### src/verilog/io_bit_access_consts.vh
// Constants for the lower I/O register space with single-bit access
// Behaviour
// RL1 - Bit set/clear only at I/O 0x00-0x1F
// RL2 - Skip on selected bit set or clear
// RL3 - Writing one clears status flag; zero keeps
// RL4 - Bit operation touches only addressed bit
// RL5 - Software writes zero to reserved bits
// RL6 - Software never writes reserved I/O addresses
// RL7 - Data space alias at I/O plus 0x20
`ifndef IO_BIT_ACCESS_CONSTS_VH
`define IO_BIT_ACCESS_CONSTS_VH

// Address space
`define IO_BIT_LAST 7'h1F
`define IO_DATA_OFFSET 7'h20
`define IO_SLOTS 32
`define IO_LAST_IMPL 5'h1B

// Register indices
`define IDX_T1_OUT_EN 5'h00
`define IDX_CONV_DIS_LO 5'h01
`define IDX_CONV_DIS_HI 5'h02
`define IDX_CONV_CTRL_B 5'h03
`define IDX_CONV_RES_LO 5'h04
`define IDX_CONV_RES_HI 5'h05
`define IDX_CONV_CSR_A 5'h06
`define IDX_CONV_SEL 5'h07
`define IDX_CMP_CSR_A 5'h08
`define IDX_CMP_CTRL_B 5'h09
`define IDX_SCRATCH_0 5'h0A
`define IDX_SCRATCH_1 5'h0B
`define IDX_SCRATCH_2 5'h0C
`define IDX_SER_CTRL 5'h0D
`define IDX_SER_STATUS 5'h0E
`define IDX_SER_SHIFT 5'h0F
`define IDX_SER_BUF 5'h10
`define IDX_SER_PIN_POS 5'h11
`define IDX_T0_CMP_B 5'h12
`define IDX_T0_CMP_A 5'h13
`define IDX_T0_CNT_HI 5'h14
`define IDX_T0_CTRL_A 5'h15
`define IDX_PB_PIN 5'h16
`define IDX_PB_DIR 5'h17
`define IDX_PB_OUT 5'h18
`define IDX_PA_PIN 5'h19
`define IDX_PA_DIR 5'h1A
`define IDX_PA_OUT 5'h1B

// Writable bit masks (reserved and read-only bits are zero)
`define MASK_ALL 8'hFF
`define MASK_NONE 8'h00
`define MASK_T1_OUT_EN 8'h3F
`define MASK_CONV_DIS_HI 8'hF0
`define MASK_CONV_CTRL_B 8'hDF
`define MASK_CONV_CSR_A 8'hEF
`define MASK_CMP_CSR_A 8'hCF
`define MASK_CMP_CTRL_B 8'hC7
`define MASK_SER_STATUS 8'h0F
`define MASK_SER_PIN_POS 8'h01
`define MASK_T0_CTRL_A 8'hF9

// Write-one-to-clear flag masks
`define W1C_CONV_CSR_A 8'h10
`define W1C_CMP_CSR_A 8'h10
`define W1C_SER_STATUS 8'hE0

// Hardware driven read-only and write-one-to-clear flag bits inside mixed registers
`define RO_CMP_OUT_BIT 5
`define RO_SER_COLL_BIT 4
`define FLAG_CONV_BIT 4
`define FLAG_CMP_BIT 4

// Reset value of every stored register
`define IO_RESET_VALUE 8'h00

// Bit operation codes
`define OP_SET_BIT 2'h0
`define OP_CLEAR_BIT 2'h1
`define OP_SKIP_IF_SET 2'h2
`define OP_SKIP_IF_CLEAR 2'h3

`endif

### src/verilog/io_addr_decode.v
// Address decoder for I/O and data space views of the register space
`timescale 1ns/1ns
`include "io_bit_access_consts.vh"

module io_addr_decode (
    // Access address
    input wire [6:0] addr,
    input wire io_space,
    // Decoded slot
    output reg hit,
    output reg [4:0] idx,
    output reg bit_ok
);

    reg [6:0] base;

    always @* begin
        // Data space view sits above the I/O view by a fixed offset
        if (io_space) begin
            base = addr;
        end else begin
            base = addr - `IO_DATA_OFFSET; // RL7
        end
        hit = (addr >= (io_space ? 7'h00 : `IO_DATA_OFFSET)) &&
              (base <= `IO_BIT_LAST); // RL7
        idx = base[4:0];
        // Bit operations exist only in the I/O view of the low range
        bit_ok = io_space && (addr <= `IO_BIT_LAST); // RL1
    end

endmodule // io_addr_decode

### src/verilog/io_register_space.v
// Lower I/O register space with byte, single-bit and skip-test access
`timescale 1ns/1ns
`include "io_bit_access_consts.vh"

module io_register_space (
    // Clock and reset
    input wire clk_sys,
    input wire rst_n,
    // Core access port
    input wire [6:0] addr,
    input wire io_space,
    input wire wr_en,
    input wire rd_en,
    input wire [7:0] wdata,
    // Core bit operation port
    input wire bit_op_en,
    input wire [1:0] bit_op,
    input wire [2:0] bit_sel,
    // Answers to the core
    output reg [7:0] rd_data_r,
    output reg rd_valid_r,
    output reg skip_r,
    output reg skip_valid_r,
    output reg op_refused_r,
    // Peripheral flag events
    input wire conv_flag_set,
    input wire cmp_flag_set,
    input wire [2:0] ser_flag_set,
    // Peripheral read-only values
    input wire [7:0] conv_result_lo,
    input wire [7:0] conv_result_hi,
    input wire [7:0] ser_buffer_in,
    input wire cmp_out,
    input wire ser_collision,
    input wire [7:0] port_a_pins,
    input wire [7:0] port_b_pins,
    // Stored register image toward peripherals
    output wire [8*`IO_SLOTS-1:0] reg_image
);

    ////////////////////////////////////////////////////////////////////////
    // Storage and decode

    reg [8*`IO_SLOTS-1:0] regs_r;
    reg [8*`IO_SLOTS-1:0] regs_nxt;
    wire dec_hit;
    wire [4:0] dec_idx;
    wire dec_bit_ok;
    reg acc_en;
    reg [7:0] acc_mask;
    reg [7:0] acc_data;
    reg [7:0] rd_val;
    reg [5:0] k;
    reg [7:0] old_v;
    reg [7:0] new_v;
    reg [7:0] wm;
    reg [7:0] rw_m;
    reg [7:0] w1c_m;
    reg [7:0] set_m;
    wire is_skip;
    wire do_write;
    wire do_bit;
    wire do_skip;
    wire do_read;
    wire bit_refused;

    assign reg_image = regs_r;
    assign is_skip = (bit_op == `OP_SKIP_IF_SET) ||
                     (bit_op == `OP_SKIP_IF_CLEAR);

    ////////////////////////////////////////////////////////////////////////
    // Request classes

    // Byte writes win over a set or clear bit operation
    assign do_write = wr_en && dec_hit;
    assign do_bit = bit_op_en && !is_skip && dec_bit_ok; // RL1
    assign do_skip = bit_op_en && is_skip && dec_bit_ok; // RL2
    assign do_read = rd_en && dec_hit; // RL7
    assign bit_refused = bit_op_en && !dec_bit_ok; // RL1

    io_addr_decode u_decode (
        .addr(addr),
        .io_space(io_space),
        .hit(dec_hit),
        .idx(dec_idx),
        .bit_ok(dec_bit_ok)
    );

    ////////////////////////////////////////////////////////////////////////
    // Per-register bit classes

    // Bits that byte and bit writes may store
    function [7:0] rw_mask;
        input [4:0] i;
        begin
            case (i)
                `IDX_T1_OUT_EN: rw_mask = `MASK_T1_OUT_EN;
                `IDX_CONV_DIS_HI: rw_mask = `MASK_CONV_DIS_HI;
                `IDX_CONV_CTRL_B: rw_mask = `MASK_CONV_CTRL_B;
                `IDX_CONV_CSR_A: rw_mask = `MASK_CONV_CSR_A;
                `IDX_CMP_CSR_A: rw_mask = `MASK_CMP_CSR_A;
                `IDX_CMP_CTRL_B: rw_mask = `MASK_CMP_CTRL_B;
                `IDX_SER_STATUS: rw_mask = `MASK_SER_STATUS;
                `IDX_SER_PIN_POS: rw_mask = `MASK_SER_PIN_POS;
                `IDX_T0_CTRL_A: rw_mask = `MASK_T0_CTRL_A;
                `IDX_CONV_RES_LO: rw_mask = `MASK_NONE;
                `IDX_CONV_RES_HI: rw_mask = `MASK_NONE;
                `IDX_SER_BUF: rw_mask = `MASK_NONE;
                `IDX_PA_PIN: rw_mask = `MASK_NONE;
                `IDX_PB_PIN: rw_mask = `MASK_NONE;
                `IDX_CONV_DIS_LO: rw_mask = `MASK_ALL;
                `IDX_CONV_SEL: rw_mask = `MASK_ALL;
                `IDX_SCRATCH_0: rw_mask = `MASK_ALL;
                `IDX_SCRATCH_1: rw_mask = `MASK_ALL;
                `IDX_SCRATCH_2: rw_mask = `MASK_ALL;
                `IDX_SER_CTRL: rw_mask = `MASK_ALL;
                `IDX_SER_SHIFT: rw_mask = `MASK_ALL;
                `IDX_T0_CMP_B: rw_mask = `MASK_ALL;
                `IDX_T0_CMP_A: rw_mask = `MASK_ALL;
                `IDX_T0_CNT_HI: rw_mask = `MASK_ALL;
                `IDX_PB_DIR: rw_mask = `MASK_ALL;
                `IDX_PB_OUT: rw_mask = `MASK_ALL;
                `IDX_PA_DIR: rw_mask = `MASK_ALL;
                `IDX_PA_OUT: rw_mask = `MASK_ALL;
                default: begin
                    if (i > `IO_LAST_IMPL) begin
                        rw_mask = `MASK_NONE;
                    end else begin
                        rw_mask = `MASK_ALL;
                    end
                end
            endcase
        end
    endfunction

    // Status flags cleared by writing one
    function [7:0] w1c_mask;
        input [4:0] i;
        begin
            case (i)
                `IDX_CONV_CSR_A: w1c_mask = `W1C_CONV_CSR_A;
                `IDX_CMP_CSR_A: w1c_mask = `W1C_CMP_CSR_A;
                `IDX_SER_STATUS: w1c_mask = `W1C_SER_STATUS;
                default: w1c_mask = `MASK_NONE;
            endcase
        end
    endfunction

    // Flag bits raised by the peripherals this cycle
    function [7:0] hw_set;
        input [4:0] i;
        input conv_ev;
        input cmp_ev;
        input [2:0] ser_ev;
        begin
            hw_set = `MASK_NONE;
            case (i)
                `IDX_CONV_CSR_A: hw_set[`FLAG_CONV_BIT] = conv_ev;
                `IDX_CMP_CSR_A: hw_set[`FLAG_CMP_BIT] = cmp_ev;
                `IDX_SER_STATUS: hw_set[7:5] = ser_ev;
                default: hw_set = `MASK_NONE;
            endcase
        end
    endfunction

    // Value seen by a read or a skip test, live inputs included
    function [7:0] read_value;
        input [4:0] i;
        input [8*`IO_SLOTS-1:0] img;
        input [7:0] res_lo;
        input [7:0] res_hi;
        input [7:0] ser_buf;
        input [7:0] pa;
        input [7:0] pb;
        input cmp_v;
        input coll_v;
        reg [7:0] v;
        begin
            v = img[{i, 3'h0} +: 8];
            case (i)
                `IDX_CONV_RES_LO: v = res_lo;
                `IDX_CONV_RES_HI: v = res_hi;
                `IDX_SER_BUF: v = ser_buf;
                `IDX_PA_PIN: v = pa;
                `IDX_PB_PIN: v = pb;
                `IDX_CMP_CSR_A: v[`RO_CMP_OUT_BIT] = cmp_v;
                `IDX_SER_STATUS: v[`RO_SER_COLL_BIT] = coll_v;
                default: v = img[{i, 3'h0} +: 8];
            endcase
            read_value = v;
        end
    endfunction

    ////////////////////////////////////////////////////////////////////////
    // Write request shaping

    always @* begin
        acc_en = 1'b0;
        acc_mask = `MASK_NONE;
        acc_data = 8'h00;
        if (do_write) begin
            acc_en = 1'b1;
            acc_mask = `MASK_ALL;
            acc_data = wdata;
        end else if (do_bit) begin // RL1
            acc_en = 1'b1;
            acc_mask = 8'h01 << bit_sel; // RL4
            if (bit_op == `OP_SET_BIT) begin
                acc_data = 8'hFF;
            end else begin
                acc_data = 8'h00;
            end
        end
    end

    ////////////////////////////////////////////////////////////////////////
    // Next register state

    always @* begin
        regs_nxt = regs_r;
        old_v = 8'h00;
        new_v = 8'h00;
        wm = 8'h00;
        rw_m = 8'h00;
        w1c_m = 8'h00;
        set_m = 8'h00;
        for (k = 6'h00; k < 6'h20; k = k + 6'h01) begin
            old_v = regs_r[{k[4:0], 3'h0} +: 8];
            rw_m = rw_mask(k[4:0]);
            w1c_m = w1c_mask(k[4:0]);
            set_m = hw_set(k[4:0], conv_flag_set, cmp_flag_set,
                           ser_flag_set);
            if (acc_en && (dec_idx == k[4:0])) begin
                wm = acc_mask; // RL4
            end else begin
                wm = 8'h00;
            end
            // Plain bits follow the data under the mask
            new_v = (old_v & ~(wm & rw_m)) | (acc_data & wm & rw_m);
            // Flags clear on one and hold on zero
            new_v = new_v & ~(wm & acc_data & w1c_m); // RL3
            // A new event wins over a clear in the same cycle
            new_v = new_v | set_m;
            regs_nxt[{k[4:0], 3'h0} +: 8] = new_v;
        end
    end

    always @(posedge clk_sys or negedge rst_n) begin
        if (!rst_n) begin
            regs_r <= {`IO_SLOTS{`IO_RESET_VALUE}};
        end else begin
            regs_r <= regs_nxt;
        end
    end

    ////////////////////////////////////////////////////////////////////////
    // Read and skip answers

    always @* begin
        rd_val = read_value(dec_idx, regs_r, conv_result_lo,
                            conv_result_hi, ser_buffer_in, port_a_pins,
                            port_b_pins, cmp_out, ser_collision);
    end

    always @(posedge clk_sys or negedge rst_n) begin
        if (!rst_n) begin
            rd_data_r <= 8'h00;
            rd_valid_r <= 1'b0;
        end else begin
            rd_valid_r <= rd_en;
            if (do_read) begin
                rd_data_r <= rd_val; // RL7
            end else if (rd_en) begin
                rd_data_r <= 8'h00;
            end
        end
    end

    ////////////////////////////////////////////////////////////////////////
    // Skip and refusal answers

    always @(posedge clk_sys or negedge rst_n) begin
        if (!rst_n) begin
            skip_r <= 1'b0;
            skip_valid_r <= 1'b0;
        end else begin
            skip_valid_r <= bit_op_en && is_skip;
            if (do_skip) begin
                if (bit_op == `OP_SKIP_IF_SET) begin
                    skip_r <= rd_val[bit_sel]; // RL2
                end else begin
                    skip_r <= ~rd_val[bit_sel]; // RL2
                end
            end else begin
                skip_r <= 1'b0;
            end
        end
    end

    // Bit operations beyond the low range are not carried out
    always @(posedge clk_sys or negedge rst_n) begin
        if (!rst_n) begin
            op_refused_r <= 1'b0;
        end else begin
            op_refused_r <= bit_refused; // RL1
        end
    end

endmodule // io_register_space
### config.mk
export PLATFORM = sky130hd
export DESIGN_NAME = io_register_space
export DESIGN_NICKNAME = d
export VERILOG_FILES = /design/src/verilog/io_addr_decode.v /design/src/verilog/io_register_space.v
export VERILOG_INCLUDE_DIRS = /design/src /design/src/verilog
export SDC_FILE = /design/constraint.sdc
export NUM_CORES = 1
export LEC_CHECK = 0
export ABC_AREA = 1
export BUFFER_PORTS_ARGS = -buffer_cell sky130_fd_sc_hd__buf_2
export CORE_ASPECT_RATIO = 0.7
export CORE_MARGIN = 2
export CORE_UTILIZATION = 45
export CTS_CLUSTER_DIAMETER = 80
export DETAILED_ROUTE_END_ITERATION = 7
export PLACE_DENSITY_LB_ADDON = 0.2
export RECOVER_POWER = 100
export SLEW_MARGIN = 20
export SYNTH_ARGS = -nofsm -noshare
export SYNTH_HDL_FRONTEND = slang
export SYNTH_HIERARCHICAL = 1
export SYNTH_SLANG_ARGS = --single-unit
### constraint.sdc
create_clock -name clk_sys -period 2.2 [get_ports clk_sys]
set_input_delay 0.11 -clock clk_sys [delete_from_list [all_inputs] [get_ports clk_sys]]
set_output_delay 0.11 -clock clk_sys [all_outputs]
set_load 0.05 [all_outputs]
==> key figures <==
Run status
  – Status: finished clean

Route
  – Via count: 11170
  – Residual DRC: 0
  – WL/cell: 19.31 um
  – Antenna-violating nets left: 0
  – Top Metal Used: met4
  – Vias per cell: 5.520
  – M1 WL: 16.55 mm
  – Total wire length: 39.07 mm
  – Met3 wire length: 4.767 mm
  – Initial DRC Count: 1154
  – WL met2: 16.68 mm
  – First-pass DRT Iterations: 6

Worst setup path
  – CP top delay family: buffers and inverters
  – CP startpoint kind: primary input
  – Reg-to-Reg End: skip_r
  – Critical Path RT: 2560 ps
  – CP Buf/Inv Count: 6
  – R2R depth: 13
  – Worst setup EP type: flop
  – CP Class: in2reg
  – Max FO, Critical Path: 13
  – Worst path depth: 12
  – Crit path max-delay cell type: dlygate4sd3_1
  – CP arrival: 2370 ps
  – CP Cell Sequence: dlygate4sd3_1 -> clkbuf_1 -> inv_1 -> nor3_4 -> nor2_1 -> nor2_1 -> inv_1 -> clkbuf_4 -> nor2_1 -> clkbuf_2 -> a21oi_1 -> a31oi_1
  – CP max stage delay: 520 ps
  – R2r setup slk: 230 ps
  – Critical Path Start: bit_op_en
  – Cell mode on critical path: nor2_1

Die
  – Num rows: 46
  – Die W: 184.3 um
  – I/O pins: 341
  – Die Y: 130.2 um
  – Initial Util: 45.48%
  – Core area: 0.02250 mm^2
  – Die area: 0.02399 mm^2

STA
  – RSZ-0062 raised after global routing: no
  – Max frequency: 497.8 MHz
  – Crit share post-route: 91.32%
  – Final setup vio count: 0
  – Final Hold Viols: 0
  – Setup Skew: 12.22 ps
  – Final count of pins violating max slew: 0
  – Max-slew headroom: 13.59%
  – Worst-Margin Slew: 1296 ps
  – Minimum clock period: 2009 ps

Synth
  – Most frequent cell after synthesis: nand2_1
  – Syn_area_per_cell: 7.406 um^2
  – Combinational family with the most area after synthesis: simple AND/OR/NAND/NOR gates
  – Simple-gate share of the synthesized area: 22.13%
  – Ys async rst share: 100.0%
  – Synth Instances: 1382
  – Yosys Warn Count: 6
  – Post-synth top cells: 334 x nand2_1, 175 x dfrtp_1, 160 x a21oi_1
  – Library cells used by synthesis: 34
  – Post-synth EDFFs: 0
  – Compound-Gate Fraction of Synth Area: 20.15%
  – Register area share after synthesis: 42.79%
  – Area share of the largest cell type after synthesis: 42.79%
  – Seq cells post-synth: 175
  – Cells taking the most area after synthesis: dfrtp_1 43%, nand2_1 12%, a31oi_1 8.8%
  – Post-Synth Adder-Cell Area: 0.3667%
  – Mapped Area: 0.01023 mm^2
  – Dominant synthesized flop cell: dfrtp_1
  – Leading area contributor after synthesis: dfrtp_1
  – Post-synthesis mux area share: 0%
  – Synth Area in XOR/XNOR: 0%

Layout
  – Multi-input logic area: 0.004755 mm^2
  – Area growth syn-to-layout: 25.39%
  – Layout cells sized above 1: 15.90%
  – N_diodes: 0
  – Finished Cell Area: 0.01283 mm^2
  – Fillers: 2279
  – Final net count: 1774
  – Register Area: 0.004379 mm^2

Power and ir drop
  – Pwr dens: 698.9 mW/mm^2
  – Total chip power: 8.970 mW
  – Flop pwr share: 38.9%
  – Sw frac: 36.69%
  – Clock group share of total power: 37.1%
  – Worst vdd rail ir drop: 0.0005319 V
  – Leak Pwr: 6.210 nW
  – P_sw: 3.291 mW
  – Combinational share of power: 24.1%
  – Int Power: 5.679 mW

Global route
  – Gr usage total: 32.03%
  – Initial antenna violation count: 0
  – Pin count of the biggest net entering global routing: 52
  – Gr ovfl total: 0
  – First-pass GRT wire length: 57.58 mm
  – Vias in the first global route: 9910

Placed design
  – Final HPWL DP: 28.89 mm
  – GPL Wtd Cong: 0.9467
  – Port Buf Inserts: 247
  – Placed Area: 0.01241 mm^2

Clocking
  – CTS tree: built
  – CTS H-tree lvls: 4
  – CTS root buf: clkbuf_16
  – Clock Sinks: 175
  – Post-CTS Setup Bufs: 0
  – CTS Buffer Depth: 2
  – Latest clock arrival within the worst-skew pair: 440 ps
  – Worst-path clk slew: 80 ps
  – CTS Buf Count: 17

Min path
  – Critical hold path startpoint: bit_op[1]
  – Hold crit path type: in2reg

Job
  – Max-Cap Viols: 0
==> power groups by stage <==
| stage | logic, mW | clock network [mW] | registers (mW) |
|---|---|---|---|
| after floorplan | 1.10 | 0 | 3.99 |
| after global placement | 2.15 | 0 | 3.54 |
| after detailed placement | 2.17 | 0 | 3.54 |
| after CTS | 2.19 | 3.34 | 3.48 |
| after global routing | 2.30 | 3.47 | 3.50 |
| final | 2.16 | 3.33 | 3.49 |
==> how the worst min path moves through the flow <==
stage / slack [ps] / cells past startpoint / endpoint
global route: 90 / 5 / skip_r
detailed placement: 80 / 1 / asynchronous set/reset pin
CTS: 20 / 4 / skip_r
global placement: 80 / 1 / asynchronous set/reset pin
finish: 40 / 5 / skip_r
floorplan: -190 / 0 / asynchronous set/reset pin
==> placed cells by master (no fill, tap or decap), drive strengths merged <==
cell	count
bufinv	3
nand4	3
dfrtp	175
inv	97
o211ai	4
o31ai	5
nand2	334
a22oi	1
clkbuf	224
ha	3
o21ai	41
or2	13
dlygate4sd3	9
o21bai	2
nor4	4
clkinv	8
nor2	117
buf	181
clkinvlp	2
conb	93
a31oi	144
nor3	8
nand3	69
o22ai	9
a21oi	161
nand3b	1
==> area by class of cell <==
cell class,count,area share (%)
clock buffers,17,3.315
clock inverters,15,1.550
inverters,95,2.779
multi-input cells,1012,37.05
flip-flops and latches,175,34.12
well taps,312,3.042
repair buffers,397,18.14
==> cells by family (layout without fill, tap and decap cells) <==
family                     Yosys count  in the layout
and+or+nand+nor                    549            549
adders and majority gates            3              3
DFF                                175            175
buffers and inverters              287            524
other                                1             93
AOI/OAI and AO/OA                  367            367
==> per-layer routing <==
| metal | vias to the layer above | global-route usage, % |
|---|---|---|
| met5 | - | 0 |
| met4 | 0 | 10.73 |
| met3 | 76 | 8.736 |
| met2 | 751 | 45.70 |
| met1 | 5251 | 46.84 |
| li1 | 5089 | - |
==> stage by stage <==
stage | utilization [%] | instances | hold slack, ps | worst slack (ps) | setup TNS (ps)
after floorplan | - | 1474 | -185.6 | 26.63 | 0
after global placement | 55.13 | 1982 | 81.98 | -134.1 | -2494
after detailed placement | 55.13 | 1982 | 80.10 | -240.6 | -14830
after CTS | 58.30 | 2023 | 22.61 | 212.1 | 0
after global routing | 57.03 | 2023 | 93.49 | 10.84 | 0
final | 57.03 | 2023 | 44.82 | 191.0 | 0
==> worst register-to-register path, delay by kind of cell (launching register included) <==
family,cells,cell delay (ps)
AO/OA/AOI/OAI,2,430
buffers and inverters,1,40
flip-flops,1,430
AND/OR/NAND/NOR,10,970
==> timing repair <==
action,CTS,global route
hold buffers,9,0
hold endpoints to repair,51,0
gates resized for setup,0,1
setup endpoints to repair,0,2
(Power assumes the default switching activity.)
